[src/pkg/pledb_consts.vh]
`ifndef PLEDB_CONSTS_VH
`define PLEDB_CONSTS_VH
// ------------------------------------------------------------
// register layout
// ------------------------------------------------------------
`define PLEDB_REG_W 16
`define PLEDB_RESET_VAL 16'h0002
`define PLEDB_WMASK 16'h00FE
`define PLEDB_SRC_HI 7
`define PLEDB_SRC_LO 4
`define PLEDB_TSEL_HI 3
`define PLEDB_TSEL_LO 2
`define PLEDB_STREN_BIT 1
`define PLEDB_TS_T1 2'h1
`define PLEDB_TS_T2 2'h2
// ------------------------------------------------------------
// source select codes
// ------------------------------------------------------------
`define PLEDB_C_RSV0 4'h0
`define PLEDB_C_TX 4'h1
`define PLEDB_C_RX 4'h2
`define PLEDB_C_COL 4'h3
`define PLEDB_C_LINK 4'h4
`define PLEDB_C_DUP 4'h5
`define PLEDB_C_RSV6 4'h6
`define PLEDB_C_TXRX 4'h7
`define PLEDB_C_ON 4'h8
`define PLEDB_C_OFF 4'h9
`define PLEDB_C_BFAST 4'hA
`define PLEDB_C_BSLOW 4'hB
`define PLEDB_C_LNKRX 4'hC
`define PLEDB_C_LNKTR 4'hD
`define PLEDB_C_DUPCOL 4'hE
// ------------------------------------------------------------
// timing, in nanoseconds and cycles at 125 MHz
// ------------------------------------------------------------
`define PLEDB_CLK_NS 8
`define PLEDB_T0_NS 40000000
`define PLEDB_T1_NS 70000000
`define PLEDB_T2_NS 140000000
`define PLEDB_SLOW_NS 1000000000
`define PLEDB_FAST_NS 250000000
`define PLEDB_CYC(ns) ((ns) / `PLEDB_CLK_NS)
`endif

[src/pledb_led_ctrl.v]
// Operation
// [RL1] the led source is bits 7-4 and codes 0000 and 0110 drive nothing.
// [RL2] code 1110 shows duplex status with always-stretched collisions.
// [RL3] code 1101 shows link with always-stretched tx and rx activity.
// [RL4] code 1100 shows link with always-stretched rx activity.
// [RL5] codes 1011, 1001 and 1000 give slow blink, off and on.
// [RL6] code 0111 shows tx or rx activity, stretched only when enabled.
// [RL7] code 0101 shows the current duplex status directly.
// [RL8] code 0100 shows the current link status directly.
// [RL9] code 0011 pulses on collisions, stretched only when enabled.
// [RL10] code 0010 pulses on receive, stretched only when enabled.
// [RL11] code 0001 pulses on transmit, stretched only when enabled.
// [RL12] software writes zero into reserved bit 0.
// [RL13] bits 3-2 pick stretch time and bit 1 enables it, resetting to one.
// [RL14] a stretch holds each event a least time and new events restart it.
`timescale 1ns/1ps
`include "pledb_consts.vh"
module pledb_led_ctrl #(
   parameter [31:0] T0_CYC = `PLEDB_CYC(`PLEDB_T0_NS),
   parameter [31:0] T1_CYC = `PLEDB_CYC(`PLEDB_T1_NS),
   parameter [31:0] T2_CYC = `PLEDB_CYC(`PLEDB_T2_NS),
   parameter [31:0] SLOW_CYC = `PLEDB_CYC(`PLEDB_SLOW_NS),
   parameter [31:0] FAST_CYC = `PLEDB_CYC(`PLEDB_FAST_NS)
) (
   input wire clk_sys_i,
   input wire srst_i,
   input wire reg_wr_i,
   input wire [15:0] reg_wdata_i,
   output wire [15:0] reg_rdata_o,
   input wire tx_act_i,
   input wire rx_act_i,
   input wire col_act_i,
   input wire link_up_i,
   input wire full_duplex_i,
   output reg second_led_output_o
);
   // ------------------------------------------------------------
   // phy_led_control register
   // ------------------------------------------------------------
   reg [15:0] phy_led_control_q;
   wire [3:0] second_led_source_select;
   wire [1:0] stretch_sel;
   wire pulse_stretch_enable;

   always @(posedge clk_sys_i) begin
      if (srst_i) begin
         phy_led_control_q <= `PLEDB_RESET_VAL; // RL13
      end else if (reg_wr_i) begin
         // reserved bits are not stored, so bit 0 reads zero regardless
         phy_led_control_q <= reg_wdata_i & `PLEDB_WMASK; // RL12
      end
   end
   // reads show exactly what is stored, reserved bits as zero
   assign reg_rdata_o = phy_led_control_q;
   assign second_led_source_select =
      phy_led_control_q[`PLEDB_SRC_HI:`PLEDB_SRC_LO]; // RL1
   assign stretch_sel =
      phy_led_control_q[`PLEDB_TSEL_HI:`PLEDB_TSEL_LO]; // RL13
   assign pulse_stretch_enable = phy_led_control_q[`PLEDB_STREN_BIT];

   // ------------------------------------------------------------
   // stretch timers, one per event kind
   // ------------------------------------------------------------
   // reserved time code 11 falls back to the shortest time
   function [31:0] stretch_len;
      input [1:0] sel;
      begin
         case (sel)
            `PLEDB_TS_T1: stretch_len = T1_CYC;
            `PLEDB_TS_T2: stretch_len = T2_CYC;
            default: stretch_len = T0_CYC;
         endcase
      end
   endfunction

   // next value of a stretch count: reload on an event, else run down
   function [31:0] stretch_next;
      input event_seen;
      input [31:0] count;
      input [31:0] reload;
      begin
         if (event_seen) begin
            stretch_next = reload;
         end else if (count != 32'h0) begin
            stretch_next = count - 32'h1;
         end else begin
            stretch_next = 32'h0;
         end
      end
   endfunction

   reg [31:0] tx_cnt_q;
   reg [31:0] rx_cnt_q;
   reg [31:0] col_cnt_q;
   wire [31:0] len;
   wire [31:0] tx_cnt_d;
   wire [31:0] rx_cnt_d;
   wire [31:0] col_cnt_d;

   // a new time code takes effect at the next event, not mid-stretch
   assign len = stretch_len(stretch_sel); // RL13
   // an event reloads the count, so a burst keeps the led lit
   assign tx_cnt_d = stretch_next(tx_act_i, tx_cnt_q, len); // RL14
   assign rx_cnt_d = stretch_next(rx_act_i, rx_cnt_q, len); // RL14
   assign col_cnt_d = stretch_next(col_act_i, col_cnt_q, len); // RL14

   always @(posedge clk_sys_i) begin
      if (srst_i) begin
         tx_cnt_q <= 32'h0;
      end else begin
         tx_cnt_q <= tx_cnt_d;
      end
   end

   always @(posedge clk_sys_i) begin
      if (srst_i) begin
         rx_cnt_q <= 32'h0;
      end else begin
         rx_cnt_q <= rx_cnt_d;
      end
   end

   always @(posedge clk_sys_i) begin
      if (srst_i) begin
         col_cnt_q <= 32'h0;
      end else begin
         col_cnt_q <= col_cnt_d;
      end
   end

   // status modes use the stretched form whatever the enable bit says
   wire tx_s = tx_act_i | (tx_cnt_q != 32'h0);
   wire rx_s = rx_act_i | (rx_cnt_q != 32'h0);
   wire col_s = col_act_i | (col_cnt_q != 32'h0);
   wire tx_o = pulse_stretch_enable ? tx_s : tx_act_i;
   wire rx_o = pulse_stretch_enable ? rx_s : rx_act_i;
   wire col_o = pulse_stretch_enable ? col_s : col_act_i;

   // ------------------------------------------------------------
   // blink dividers
   // ------------------------------------------------------------
   reg [31:0] slow_cnt_q;
   reg [31:0] fast_cnt_q;
   reg slow_q;
   reg fast_q;
   wire slow_wrap;
   wire fast_wrap;

   // each phase lasts a whole count, so a period is twice the count
   assign slow_wrap = (slow_cnt_q >= SLOW_CYC - 32'h1);
   assign fast_wrap = (fast_cnt_q >= FAST_CYC - 32'h1);

   always @(posedge clk_sys_i) begin
      if (srst_i) begin
         slow_cnt_q <= 32'h0;
      end else if (slow_wrap) begin
         slow_cnt_q <= 32'h0;
      end else begin
         slow_cnt_q <= slow_cnt_q + 32'h1;
      end
   end

   always @(posedge clk_sys_i) begin
      if (srst_i) begin
         slow_q <= 1'b0;
      end else if (slow_wrap) begin
         slow_q <= ~slow_q; // RL5
      end
   end

   always @(posedge clk_sys_i) begin
      if (srst_i) begin
         fast_cnt_q <= 32'h0;
      end else if (fast_wrap) begin
         fast_cnt_q <= 32'h0;
      end else begin
         fast_cnt_q <= fast_cnt_q + 32'h1;
      end
   end

   always @(posedge clk_sys_i) begin
      if (srst_i) begin
         fast_q <= 1'b0;
      end else if (fast_wrap) begin
         fast_q <= ~fast_q;
      end
   end

   // ------------------------------------------------------------
   // source select
   // ------------------------------------------------------------
   reg led_d;
   always @* begin
      case (second_led_source_select)
         `PLEDB_C_TX: led_d = tx_o; // RL11
         `PLEDB_C_RX: led_d = rx_o; // RL10
         `PLEDB_C_COL: led_d = col_o; // RL9
         `PLEDB_C_LINK: led_d = link_up_i; // RL8
         `PLEDB_C_DUP: led_d = full_duplex_i; // RL7
         `PLEDB_C_TXRX: led_d = tx_o | rx_o; // RL6
         `PLEDB_C_ON: led_d = 1'b1; // RL5
         `PLEDB_C_OFF: led_d = 1'b0; // RL5
         `PLEDB_C_BSLOW: led_d = slow_q; // RL5
         `PLEDB_C_BFAST: led_d = fast_q;
         // link or duplex lit, inverted while stretched activity or collisions are seen
         `PLEDB_C_LNKRX: led_d = link_up_i ^ rx_s; // RL4
         `PLEDB_C_LNKTR: led_d = link_up_i ^ (tx_s | rx_s); // RL3
         `PLEDB_C_DUPCOL: led_d = full_duplex_i ^ col_s; // RL2
         `PLEDB_C_RSV0: led_d = 1'b0; // RL1
         `PLEDB_C_RSV6: led_d = 1'b0; // RL1
         default: led_d = 1'b0; // RL1
      endcase
   end

   // the pin comes from a flop so a change of source cannot glitch it
   always @(posedge clk_sys_i) begin
      if (srst_i) begin
         second_led_output_o <= 1'b0;
      end else begin
         second_led_output_o <= led_d;
      end
   end
endmodule

[config.mk]
export PLATFORM = sky130hd
export DESIGN_NAME = pledb_led_ctrl
export DESIGN_NICKNAME = d
export VERILOG_FILES = /design/src/pledb_led_ctrl.v
export VERILOG_INCLUDE_DIRS = /design/src /design/src/pkg
export SDC_FILE = /design/constraint.sdc
export NUM_CORES = 1
export LEC_CHECK = 0
export ABC_AREA = 1
export BUFFER_PORTS_ARGS = -buffer_cell sky130_fd_sc_hd__buf_2
export CORE_UTILIZATION = 62
export CTS_BUF_LIST = sky130_fd_sc_hd__clkbuf_2 sky130_fd_sc_hd__clkbuf_4 sky130_fd_sc_hd__clkbuf_8
export CTS_CLUSTER_DIAMETER = 30
export DETAILED_ROUTE_END_ITERATION = 10
export PLACE_DENSITY = 0.79
export SETUP_SLACK_MARGIN = 0.5
export SLEW_MARGIN = 40
export SYNTH_ARGS = -nofsm -noshare
export SYNTH_HDL_FRONTEND = slang
export SYNTH_SLANG_ARGS = --single-unit
[constraint.sdc]
create_clock -name clk_sys_i -period 2.4 [get_ports clk_sys_i]
set_clock_uncertainty 0.1 [all_clocks]
set_input_delay 0.48 -clock clk_sys_i [delete_from_list [all_inputs] [get_ports clk_sys_i]]
set_output_delay 0.48 -clock clk_sys_i [all_outputs]
set_load 0.02 [all_outputs]
==> impl_metrics.tcl, run 1 <==
set metrics [dict create \
    min_delay_worst_type "in -> reg" \
    yosys.cell_count.top_type "sky130_fd_sc_hd__nor2_1" \
    fmax_mhz 531 \
    regArea_sq_um 3420 \
    drt_iter0_markers 603 \
    route.final.wire_length_um 19300 \
    synth_area_leaders "sky130_fd_sc_hd__dfxtp_1 40%, sky130_fd_sc_hd__nor2_1 9.8%, sky130_fd_sc_hd__nand2_1 8.8%, sky130_fd_sc_hd__inv_1 5.2%, sky130_fd_sc_hd__xor2_1 5.0%" \
    timing_hold_violations_final 0 \
    synth_area_per_cell_sq_um 7.29 \
    synthFlopType "sky130_fd_sc_hd__dfxtp_1" \
    synth_seq_area_share_pct 39.8 \
    drc_errors 0 \
    final_antenna_net_count 0 \
    detail_route.vias_per_cell 5.23 \
    fin_ws_ns 0.516 \
    cts.reportedPaths.clkPinSlew_ns 0.10 \
    setup_viol 0 \
    post_synth_most_frequent_cells "223 x sky130_fd_sc_hd__nor2_1, 201 x sky130_fd_sc_hd__nand2_1, 170 x sky130_fd_sc_hd__dfxtp_1" \
    static-leakage-power_nw 4.09 \
    synth_edf_count 0 \
    largest_area_contributor_in_the_netlist "sky130_fd_sc_hd__dfxtp_1" \
    grtUsageTotal_pct 26.2 \
    std_cell_rows 42 \
    cts_tree "yes" \
    ys_seq_elements 170 \
    synthArstFlopShare_pct 0 \
    rsz0062_at_grt "yes" \
    htree_levels 4 \
    worst_ep_arrival_time_ns 2.20 \
    num_io_pins 41 \
    startpoint_of_the_most_critical_register_to_register_path "fast_cnt_q[0]$_SDFF_PP0_" \
    n_fill_cell 1005 \
    min_period_over_period_pct 78.5 \
    worstPathMaxFanout 3 \
    yosysWarningCount 0 \
    status "completed" \
    die_x_um 119 \
    cts_made_buffers 17 \
    ctsLongestPathBuffers 2 \
    multiInputGateArea_sq_um 5040 \
    final_net_count 1284 \
    clk_root_buffer_cell "sky130_fd_sc_hd__clkbuf_8" \
    place_congestion 0.868 \
    post_drt_wl_per_cell_um 13.4 \
    dieArea_sq_um 14200 \
    synth.lib_cells_used.distinct 49 \
    grt-ovfl-total 0 \
    die_height_um 119 \
    critical_setup_path_class "reg -> reg" \
    final_layout_size_suffix_gt1_share_pct 22.1 \
    area_share_of_the_largest_cell_type_after_synthesis_pct 39.8 \
    power_density_nw_per_um2 624 \
    number_of_global_route_vias_before_repair 6879 \
    antenna_violations_before_repair 0 \
    mappedNetlistArea_sq_um 8540 \
    cts_hold_buf 0 \
    fin_setup_tns_ns 0 \
    hpwl_um 12400 \
    final_design_area_no_fill_sq_um 10100 \
    startpoint "fast_cnt_q[0]$_SDFF_PP0_" \
    grt_max_degree 28 \
    clock-sinks 170 \
    n_diodes 0 \
    initial_core_util_pct 64.0 \
    required_time_of_the_worst_setup_path_ns 2.72 \
    period_minus_slack_ns 1.88 \
    place_area_sq_um 8850 \
    portBuffers 22 \
    firstDrtPassIters 5 \
    pre_cts_ws_ns 0.317 \
    area.growth.synth_to_final_pct 18.1 \
    worstSkewPairLatency_ns 0.48 \
    postSynthCellCount 1171 \
    hp-start "reg_wdata_i[1]" \
    setup.worst_path.start_class "flop" \
    final_max_slew_viol_count 0 \
    routed-via-count 7514 \
    vdd_drop_max_mv 0.621 \
    grt_pass1_wl_um 30200 \
    hold-worst-slack_ns 0.107 \
    design.core.area_sq_um 13300 \
    type_of_destination_of_the_critical_path "flop" \
    drv.max_cap_violation_count 0 \
]
[logic make-up (layout without fill, tap and decap cells)]
logic type                 after synthesis  after routing  share of synthesized area (%)
xor gates and xnor gates                76             76                           7.79
buffers and inverters                  154            224                           7.32
AOI/OAI and AO/OA                      126            126                           8.06
DFF                                    170            170                           39.8
and+or+nand+nor                        632            632                           35.2
other                                    1             21                         0.0439
adders and majority gates               12             12                           1.76
[path summary, 6_finish.rpt]
check                                                   end  cells past startpoint  slack [ns]
worst max-delay path              fast_cnt_q[22]$_SDFF_PP0_                     11        0.52
worst min-delay path            reg_rdata_o[1]$_SDFFE_PP1P_                      3        0.11
worst max register to register    fast_cnt_q[22]$_SDFF_PP0_                     11        0.52
worst min register to register     slow_cnt_q[0]$_SDFF_PP0_                      1        0.33
[state kept, by name (all words and copies together) (netlist names)]
signal and flops:
second_led_output_o 1, col_cnt_q 32, slow_cnt_q 32, fast_q 1, fast_cnt_q 32, rx_cnt_q 32
tx_cnt_q 32, reg_rdata_o 7, slow_q 1
[per-stage QoR]
| stage | util [%] | cells | power [mW] |
|---|---|---|---|
| 4_1_cts | 70.7 | 1412 | 6.17 |
| 5_1_grt | 75.6 | 1437 | 6.60 |
| 6_report | 75.6 | 1437 | 6.30 |
| 3_5_place_dp | 66.3 | 1370 | 4.16 |
| 3_3_place_gp | 66.3 | 1370 | 4.14 |
| 2_1_floorplan | - | 1191 | 3.96 |
[what timing repair did]
item / 4_1_cts / 5_1_grt
gates resized for setup: 26 / 115
pin swaps: 9 / 32
setup buffers: 9 / 20
endpoints found under the setup margin: 94 / 123
gates cloned: 1 / 5
[worst max-delay path, stage by stage (launching register included)]
cell,delay [ns]
sky130_fd_sc_hd__dfxtp_4,0.38
sky130_fd_sc_hd__ha_4,0.14
sky130_fd_sc_hd__nand2_4,0.06
sky130_fd_sc_hd__nor2_4,0.09
sky130_fd_sc_hd__buf_4,0.13
sky130_fd_sc_hd__nand4_1,0.19
sky130_fd_sc_hd__nor3_2,0.20
sky130_fd_sc_hd__nand3_1,0.13
sky130_fd_sc_hd__nor2_1,0.13
sky130_fd_sc_hd__xor2_1,0.16
sky130_fd_sc_hd__inv_1,0.05
sky130_fd_sc_hd__nor2_1,0.07
[placed cells by master (no fill, tap or decap), types with 4 or more instances in the layout]
cell type,netlist,final
sky130_fd_sc_hd__nor2_1,223,192
sky130_fd_sc_hd__nand2_1,201,189
sky130_fd_sc_hd__dfxtp_1,170,161
sky130_fd_sc_hd__inv_1,118,113
sky130_fd_sc_hd__nand3_1,61,55
sky130_fd_sc_hd__xor2_1,49,49
sky130_fd_sc_hd__a21oi_1,46,43
sky130_fd_sc_hd__o21ai_0,46,41
sky130_fd_sc_hd__nor2_2,21,37
sky130_fd_sc_hd__buf_4,9,30
sky130_fd_sc_hd__xnor2_1,27,27
sky130_fd_sc_hd__nor2_4,9,24
sky130_fd_sc_hd__buf_2,11,22
sky130_fd_sc_hd__conb_1,1,21
sky130_fd_sc_hd__nand2_2,7,17
sky130_fd_sc_hd__nor3_1,26,17
sky130_fd_sc_hd__clkbuf_8,0,17
sky130_fd_sc_hd__nor3_2,10,16
sky130_fd_sc_hd__or2_2,14,14
sky130_fd_sc_hd__inv_2,10,13
sky130_fd_sc_hd__nand4_1,13,13
sky130_fd_sc_hd__o21ai_1,8,12
sky130_fd_sc_hd__o22ai_1,12,12
sky130_fd_sc_hd__nor3b_2,3,9
sky130_fd_sc_hd__dfxtp_2,0,8
sky130_fd_sc_hd__nand3_2,5,7
sky130_fd_sc_hd__nor3_4,3,6
sky130_fd_sc_hd__nor3b_1,12,6
sky130_fd_sc_hd__nand3_4,1,5
sky130_fd_sc_hd__nor4_1,7,5
sky130_fd_sc_hd__ha_1,12,5
sky130_fd_sc_hd__nand4_4,1,4
sky130_fd_sc_hd__ha_2,0,4
sky130_fd_sc_hd__inv_6,0,4
sky130_fd_sc_hd__clkinv_4,0,4
sky130_fd_sc_hd__clkbuf_16,0,4
[cell type report]
type | count | share of cell area (%)
Multi-Input combinational cell | 867 | 50.0
Sequential cell | 170 | 33.9
Timing Repair Buffer | 61 | 5.17
Inverter | 129 | 4.90
Clock buffer | 18 | 2.39
Tap cell | 176 | 2.18
Clock inverter | 14 | 1.38
Timing Repair inverter | 2 | 0.124
[routing by layer]
| metal | vias to the layer above | GRT usage, % | share of wire, % |
|---|---|---|---|
| li1 | 3878 | - | - |
| met1 | 3427 | 34.1 | 46 |
| met2 | 184 | 42.6 | 48 |
| met3 | 25 | 5.80 | 5.3 |
| met4 | 0 | 9.45 | 1.2 |
| met5 | - | 0 | 0 |
[report_power, final]
group          leakage [nW]  switching (mW)  internal (mW)  total (mW)
clock network         0.186            1.13          0.854        1.99
logic                  2.51           0.737          0.458        1.19
registers              1.39           0.150           2.96        3.12
(Power assumes the default switching activity.)
==> run 2, diff against run 1 <==
==> constraint.sdc (replaced) <==
create_clock -name clk_sys_i -period 1.8 [get_ports clk_sys_i]
set_clock_uncertainty 0.1 [all_clocks]
set_input_delay 0.36 -clock clk_sys_i [delete_from_list [all_inputs] [get_ports clk_sys_i]]
set_output_delay 0.36 -clock clk_sys_i [all_outputs]
set_load 0.02 [all_outputs]
==> run 2 against run 1 <==
The flow now stops in 5_1_grt. Synthesized area did not move. Synthesized cell count did not move.
==> impl_metrics.tcl, run 2 <==
set metrics [dict create \
    die_x_um 119 \
    largest_area_contributor_in_the_netlist "sky130_fd_sc_hd__dfxtp_1" \
    synth_area_per_cell_sq_um 7.29 \
    synth.lib_cells_used.distinct 49 \
    clk_root_buffer_cell "sky130_fd_sc_hd__clkbuf_8" \
    post_synth_most_frequent_cells "223 x sky130_fd_sc_hd__nor2_1, 201 x sky130_fd_sc_hd__nand2_1, 170 x sky130_fd_sc_hd__dfxtp_1" \
    error_message "[ERROR DPL-0038] Utilization greater than 100%, impossible to legalize" \
    synth_edf_count 0 \
    htree_levels 4 \
    synth_area_leaders "sky130_fd_sc_hd__dfxtp_1 40%, sky130_fd_sc_hd__nor2_1 9.8%, sky130_fd_sc_hd__nand2_1 8.8%, sky130_fd_sc_hd__inv_1 5.2%, sky130_fd_sc_hd__xor2_1 5.0%" \
    area_share_of_the_largest_cell_type_after_synthesis_pct 39.8 \
    grt_max_degree 17 \
    clock-sinks 170 \
    synth_seq_area_share_pct 39.8 \
    yosysWarningCount 0 \
    synthFlopType "sky130_fd_sc_hd__dfxtp_1" \
    place_congestion 0.879 \
    portBuffers 22 \
    ys_seq_elements 170 \
    yosys.cell_count.top_type "sky130_fd_sc_hd__nor2_1" \
    failed_stage "5_1_grt" \
    hpwl_um 13600 \
    numPlacedInstances 1426 \
    mappedNetlistArea_sq_um 8540 \
    cts_made_buffers 17 \
    die_height_um 119 \
    grt-worst-endpoint "fast_cnt_q[22]$_SDFF_PP0_/D" \
    initial_core_util_pct 64.0 \
    num_io_pins 41 \
    std_cell_rows 42 \
    status "stopped before the end" \
    postSynthCellCount 1171 \
    worst_path_end_type "sequential cell input" \
    synthArstFlopShare_pct 0 \
    ctsLongestPathBuffers 2 \
]
## run 2: cell counts after synthesis
No cell type changed its count.
## run 2: cells by family after synthesis
group                      synth area share [%]
DFF                                        39.8
other                                    0.0439
buffers and inverters                      7.32
AOI/OAI and AO/OA                          8.06
adders and majority gates                  1.76
and+or+nand+nor                            35.2
xor gates and xnor gates                   7.79
## run 2: through the flow
stage	worst slack (ns)	util, %	area, sq um
after floorplan	0.0603	-	9250
after global placement	0.0373	74.4	9940
after detailed placement	0.0103	74.4	9940
after CTS	-0.000495	92.3	12300
## run 2: what timing repair did
item / in CTS
pin swaps: 100
endpoints found under the hold margin: 1
gates resized for setup: 302
hold buffers: 1
buffers inserted: 82
gates cloned: 10
setup endpoints to repair: 159
==> run 3, diff against run 2 <==
--- a/config.mk
+++ b/config.mk
@@ -8,12 +8,9 @@
 export LEC_CHECK = 0
 export ABC_AREA = 1
 export BUFFER_PORTS_ARGS = -buffer_cell sky130_fd_sc_hd__buf_2
-export CORE_UTILIZATION = 62
-export CTS_BUF_LIST = sky130_fd_sc_hd__clkbuf_2 sky130_fd_sc_hd__clkbuf_4 sky130_fd_sc_hd__clkbuf_8
-export CTS_CLUSTER_DIAMETER = 30
+export CORE_UTILIZATION = 40
 export DETAILED_ROUTE_END_ITERATION = 10
-export PLACE_DENSITY = 0.79
-export SETUP_SLACK_MARGIN = 0.5
+export PLACE_DENSITY_LB_ADDON = 0.15
 export SLEW_MARGIN = 40
 export SYNTH_ARGS = -nofsm -noshare
 export SYNTH_HDL_FRONTEND = slang
==> run 3 against run 2 <==
The flow now finishes without violations.
==> impl_metrics.tcl, run 3 (same netlist as run 1, synthesis figures left out) <==
set metrics [dict create \
    status "completed" \
    dieArea_sq_um 21900 \
    area.growth.synth_to_final_pct 38.2 \
    critical_setup_path_class "reg -> reg" \
    post_drt_wl_per_cell_um 12.5 \
    grtUsageTotal_pct 18.7 \
    n_fill_cell 1937 \
    timing_hold_violations_final 0 \
    worstSkewPairLatency_ns 0.43 \
    min_delay_worst_type "in -> reg" \
    setup.worst_path.start_class "flop" \
    num_io_pins 41 \
    firstDrtPassIters 4 \
    drv.max_cap_violation_count 0 \
    clk_root_buffer_cell "sky130_fd_sc_hd__clkbuf_16" \
    initial_core_util_pct 40.8 \
    std_cell_rows 53 \
    cts_made_buffers 17 \
    design.core.area_sq_um 21000 \
    die_height_um 148 \
    grt_max_degree 26 \
    route.final.wire_length_um 20600 \
    worst_ep_arrival_time_ns 2.05 \
    rsz0062_at_grt "yes" \
    final_antenna_net_count 0 \
    clock-sinks 170 \
    drc_errors 0 \
    power_density_nw_per_um2 850 \
    number_of_global_route_vias_before_repair 7075 \
    layout_common_cells "177 x sky130_fd_sc_hd__nand2_1, 172 x sky130_fd_sc_hd__nor2_1, 148 x sky130_fd_sc_hd__dfxtp_1" \
    static-leakage-power_nw 4.87 \
    die_x_um 148 \
    detail_route.vias_per_cell 4.66 \
    hpwl_um 14300 \
    routed-via-count 7706 \
    place_congestion 0.814 \
    vdd_drop_max_mv 0.592 \
    layout.core_utilization_pct 56.3 \
    cts_hold_buf 0 \
    ctsLongestPathBuffers 2 \
    portBuffers 22 \
    worstPathMaxFanout 6 \
    grt-ovfl-total 0 \
    setup_viol 0 \
    cts_tree "yes" \
    n_diodes 0 \
    min_period_over_period_pct 99.5 \
    fmax_mhz 558 \
    final_net_count 1400 \
    required_time_of_the_worst_setup_path_ns 2.06 \
    type_of_destination_of_the_critical_path "flop" \
    period_minus_slack_ns 1.79 \
    htree_levels 4 \
    antenna_violations_before_repair 0 \
    final_layout_size_suffix_gt1_share_pct 34.6 \
    drt_iter0_markers 334 \
    fin_setup_tns_ns 0 \
    final_max_slew_viol_count 0 \
    cts.reportedPaths.clkPinSlew_ns 0.07 \
    grt_pass1_wl_um 32900 \
    layout_commonest_cell "sky130_fd_sc_hd__nand2_1" \
]
[run 3: stage by stage]
step | total power, mW | std cells | area, sq um | setup slack (ns) | hold slack (ns)
4_1_cts | 9.84 | 1631 | 10800 | 0.000110 | 0.0487
5_1_grt | 10.6 | 1652 | 11800 | -0.127 | 0.0604
3_3_place_gp | 5.90 | 1591 | 9960 | -0.0656 | 0.298
6_report | 10.0 | 1652 | 11800 | 0.00847 | 0.0555
2_1_floorplan | 5.28 | 1191 | 8620 | 0.0252 | 0.293
3_5_place_dp | 5.91 | 1591 | 9960 | -0.0971 | 0.301
[run 3: path summary, 6_finish.rpt]
path	from	end	slack (ns)	cells past startpoint
setup / recovery	slow_cnt_q[1]$_SDFF_PP0_	slow_cnt_q[19]$_SDFF_PP0_	0.008	11
hold / removal	reg_wdata_i[1]	reg_rdata_o[1]$_SDFFE_PP1P_	0.06	3
setup reg to reg	slow_cnt_q[1]$_SDFF_PP0_	slow_cnt_q[19]$_SDFF_PP0_	0.008	11
hold reg to reg	rx_cnt_q[0]$_SDFF_PP0_	rx_cnt_q[0]$_SDFF_PP0_	0.33	1
[run 3: repair_timing]
action / CTS / global route
endpoints found under the hold margin: 0 / 0
gates cloned: 1 / 3
setup buffers: 7 / 18
endpoints found under the setup margin: 39 / 133
pin swaps: 18 / 71
resized for setup: 48 / 208
[run 3: routing by layer]
layer	part of all wire [%]	track usage, %	vias up	routed length (um)
li1	-	-	4113	-
met1	49	25.3	3481	10000
met2	47	29.6	98	9630
met3	3.4	4.20	14	707
met4	1.2	5.41	0	248
met5	0	0	-	0
[run 3: worst max-delay path, cell delays in order, from the launching register on]
cell and delay [ns]:
sky130_fd_sc_hd__dfxtp_4 0.36, sky130_fd_sc_hd__ha_4 0.17, sky130_fd_sc_hd__nand3_4 0.09, sky130_fd_sc_hd__nor2_4 0.05, sky130_fd_sc_hd__o21ai_2 0.11, sky130_fd_sc_hd__nand2_1 0.06
sky130_fd_sc_hd__nand2_1 0.10, sky130_fd_sc_hd__nand3_2 0.08, sky130_fd_sc_hd__nand2_2 0.11, sky130_fd_sc_hd__nand3_4 0.15, sky130_fd_sc_hd__buf_12 0.20, sky130_fd_sc_hd__nor3_4 0.15
[run 3: layout make-up]
type / count / area (sq um) / area share (%)
clock buffers: 19 / 453 / 3.84
clock inverters: 13 / 165 / 1.40
inverters: 129 / 494 / 4.19
multi-input cells: 867 / 5460 / 46.3
flip-flops and latches: 170 / 3440 / 29.2
well taps: 275 / 344 / 2.92
repair buffers: 179 / 1450 / 12.2
[run 3: power by group]
| group | switching (mW) | leakage (nW) | internal, mW |
|---|---|---|---|
| clock network | 1.58 | 0.304 | 2.27 |
| registers | 0.167 | 1.40 | 3.96 |
| logic | 1.13 | 3.17 | 0.924 |
| total | 2.88 | 4.87 | 7.16 |
==> run 4, diff against run 3 <==
--- a/config.mk
+++ b/config.mk
@@ -11,7 +11,7 @@
 export CORE_UTILIZATION = 40
 export DETAILED_ROUTE_END_ITERATION = 10
 export PLACE_DENSITY_LB_ADDON = 0.15
-export SLEW_MARGIN = 40
+export SLEW_MARGIN = 20
 export SYNTH_ARGS = -nofsm -noshare
 export SYNTH_HDL_FRONTEND = slang
 export SYNTH_SLANG_ARGS = --single-unit
==> constraint.sdc (replaced) <==
create_clock -name clk_sys_i -period 2.2 [get_ports clk_sys_i]
set_clock_uncertainty 0.1 [all_clocks]
set_input_delay 0.44 -clock clk_sys_i [delete_from_list [all_inputs] [get_ports clk_sys_i]]
set_output_delay 0.44 -clock clk_sys_i [all_outputs]
set_load 0.02 [all_outputs]
==> run 4 against run 3 <==
Fmax down 9.5%. Routed wire length down 11%. Worst setup slack better by 0.21 ns. Non-clock buffer count down 141. Largest cell class unchanged. Critical endpoint is now rx_cnt_q[28]$_SDFF_PP0_. First-iteration DRC count down 16%. Hold slack better by 0.075 ns. Clock power down 22%. Sequential share of layout area up 6.0 points. Combinational power down 44%. Power down 25%. Register-to-register slack better by 0.21 ns.
==> impl_metrics.tcl, run 4 (same netlist as run 1, synthesis figures left out) <==
set metrics [dict create \
    final_antenna_net_count 0 \
    cts_made_buffers 17 \
    initial_core_util_pct 40.8 \
    cts_tree "yes" \
    detail_route.vias_per_cell 4.68 \
    critical_setup_path_class "reg -> reg" \
    portBuffers 22 \
    timing_hold_violations_final 0 \
    num_io_pins 41 \
    firstDrtPassIters 5 \
    clock-sinks 170 \
    clk_root_buffer_cell "sky130_fd_sc_hd__clkbuf_16" \
    worstSkewPairLatency_ns 0.43 \
    grt-ovfl-total 0 \
    drv.max_cap_violation_count 0 \
    status "completed" \
    setup.worst_path.start_class "flop" \
    min_delay_worst_type "in -> reg" \
    number_of_global_route_vias_before_repair 6708 \
    critical-path-top-delay-family "simple AND/OR/NAND/NOR gates" \
    power_density_nw_per_um2 778 \
    rsz0062_at_grt "no" \
    post_drt_wl_per_cell_um 12.1 \
    type_of_destination_of_the_critical_path "flop" \
    antenna_violations_before_repair 0 \
    route.final.wire_length_um 18300 \
    final_max_slew_viol_count 0 \
    die_height_um 148 \
    fin_setup_tns_ns 0 \
    grtUsageTotal_pct 17.8 \
    grt_pass1_wl_um 31200 \
    design.core.area_sq_um 21000 \
    worstPathMaxFanout 4 \
    ctsLongestPathBuffers 2 \
    final_net_count 1259 \
    setup_viol 0 \
    worst_path_max_delay_cell "sky130_fd_sc_hd__or3_1" \
    htree_levels 4 \
    timing.critical_path.cells "inv_1 -> ha_1 -> nand2_1 -> or3_1 -> nor4_1 -> buf_4 -> or2_2 -> a21oi_1" \
    timing.critical_path.buf_inv 2 \
    drc_errors 0 \
    layout_common_cells "222 x sky130_fd_sc_hd__nor2_1, 201 x sky130_fd_sc_hd__nand2_1, 170 x sky130_fd_sc_hd__dfxtp_1" \
    maxSlewHeadroom_pct 64.2 \
    die_x_um 148 \
    grt_max_degree 28 \
    layout.core_utilization_pct 46.2 \
    cp_slowest_stage_delay_ns 0.42 \
    area.growth.synth_to_final_pct 13.4 \
    std_cell_rows 53 \
    cts_setup_buffers 0 \
    vdd_drop_max_mv 0.457 \
    tightest_slew_ns 0.533 \
    worst_ep_arrival_time_ns 2.20 \
    layout_commonest_cell "sky130_fd_sc_hd__nor2_1" \
    min_period_over_period_pct 89.9 \
    hold-worst-slack_ns 0.130 \
    routed-via-count 7077 \
    final_layout_size_suffix_gt1_share_pct 13.3 \
    fmax_mhz 505 \
    r2r_setup_slack_ns 0.22 \
    required_time_of_the_worst_setup_path_ns 2.42 \
    place_congestion 0.793 \
    hpwl_um 13600 \
    static-leakage-power_nw 3.92 \
    dieArea_sq_um 21900 \
    cts.reportedPaths.clkPinSlew_ns 0.07 \
    period_minus_slack_ns 1.98 \
    drt_iter0_markers 281 \
]
-- run 4: cell count changes in the layout (fill, tap and decap cells not counted), moves of 10 or more --
cell | before | now
sky130_fd_sc_hd__nand2_2 | 26 | 7
sky130_fd_sc_hd__dfxtp_1 | 148 | 170
sky130_fd_sc_hd__nor2_1 | 172 | 222
sky130_fd_sc_hd__nor3_1 | 14 | 25
sky130_fd_sc_hd__a21oi_1 | 36 | 46
sky130_fd_sc_hd__buf_4 | 141 | 13
sky130_fd_sc_hd__nand3_1 | 42 | 61
sky130_fd_sc_hd__nand2_1 | 177 | 201
sky130_fd_sc_hd__nor2_4 | 41 | 10
sky130_fd_sc_hd__inv_1 | 108 | 118
sky130_fd_sc_hd__dfxtp_2 | 18 | 0
sky130_fd_sc_hd__nor2_2 | 40 | 21
sky130_fd_sc_hd__nand3_2 | 17 | 5
-- run 4: routing by layer --
| metal | global-route usage, % | part of all wire [%] | vias to the layer above |
|---|---|---|---|
| li1 | - | - | 3825 |
| met1 | 23.5 | 51 | 3170 |
| met2 | 29.0 | 45 | 76 |
| met3 | 4.33 | 3.5 | 6 |
| met4 | 4.69 | 0.61 | 0 |
| met5 | 0 | 0 | - |
-- run 4: tightest hold or removal path: cells and delay by family --
family                 cells  cell delay, ns
buffers and inverters      1            0.07
AOI/OAI and AO/OA          2            0.11
-- run 4: layout make-up --
cell class	count	area [sq um]
Clock inverter	14	148
Sequential cell	170	3400
Inverter	129	484
Tap cell	275	344
Multi-Input combinational cell	867	4600
Antenna cell	1	2.50
Timing Repair Buffer	38	268
Clock buffer	18	439
Fill cell	2184	11300
-- run 4: power by group --
group / internal [mW] / switching [mW]
Sequential: 3.24 / 0.147
Combinational: 0.434 / 0.716
Clock: 1.71 / 1.30
-- run 4: path summary, 6_finish.rpt --
check	from	to	cells past startpoint
setup reg to reg	rx_cnt_q[0]$_SDFF_PP0_	rx_cnt_q[28]$_SDFF_PP0_	8
hold reg to reg	rx_cnt_q[0]$_SDFF_PP0_	rx_cnt_q[0]$_SDFF_PP0_	1
hold / removal	reg_wdata_i[1]	reg_rdata_o[1]$_SDFFE_PP1P_	3
setup / recovery	rx_cnt_q[0]$_SDFF_PP0_	rx_cnt_q[28]$_SDFF_PP0_	8
-- run 4: stage by stage --
step / setup WS, ns / total power, mW / area (sq um) / cells
floorplan: 0.425 / 4.32 / 8620 / 1191
global placement: 0.193 / 4.58 / 9090 / 1479
detailed placement: 0.177 / 4.60 / 9090 / 1479
CTS: 0.141 / 7.63 / 9670 / 1511
global route: 0.000192 / 7.95 / 9690 / 1511
finish: 0.221 / 7.54 / 9690 / 1512
-- run 4: timing repair --
item	in CTS	in global routing
endpoints found under the setup margin	0	2
resized for setup	0	3
hold buffers	0	0
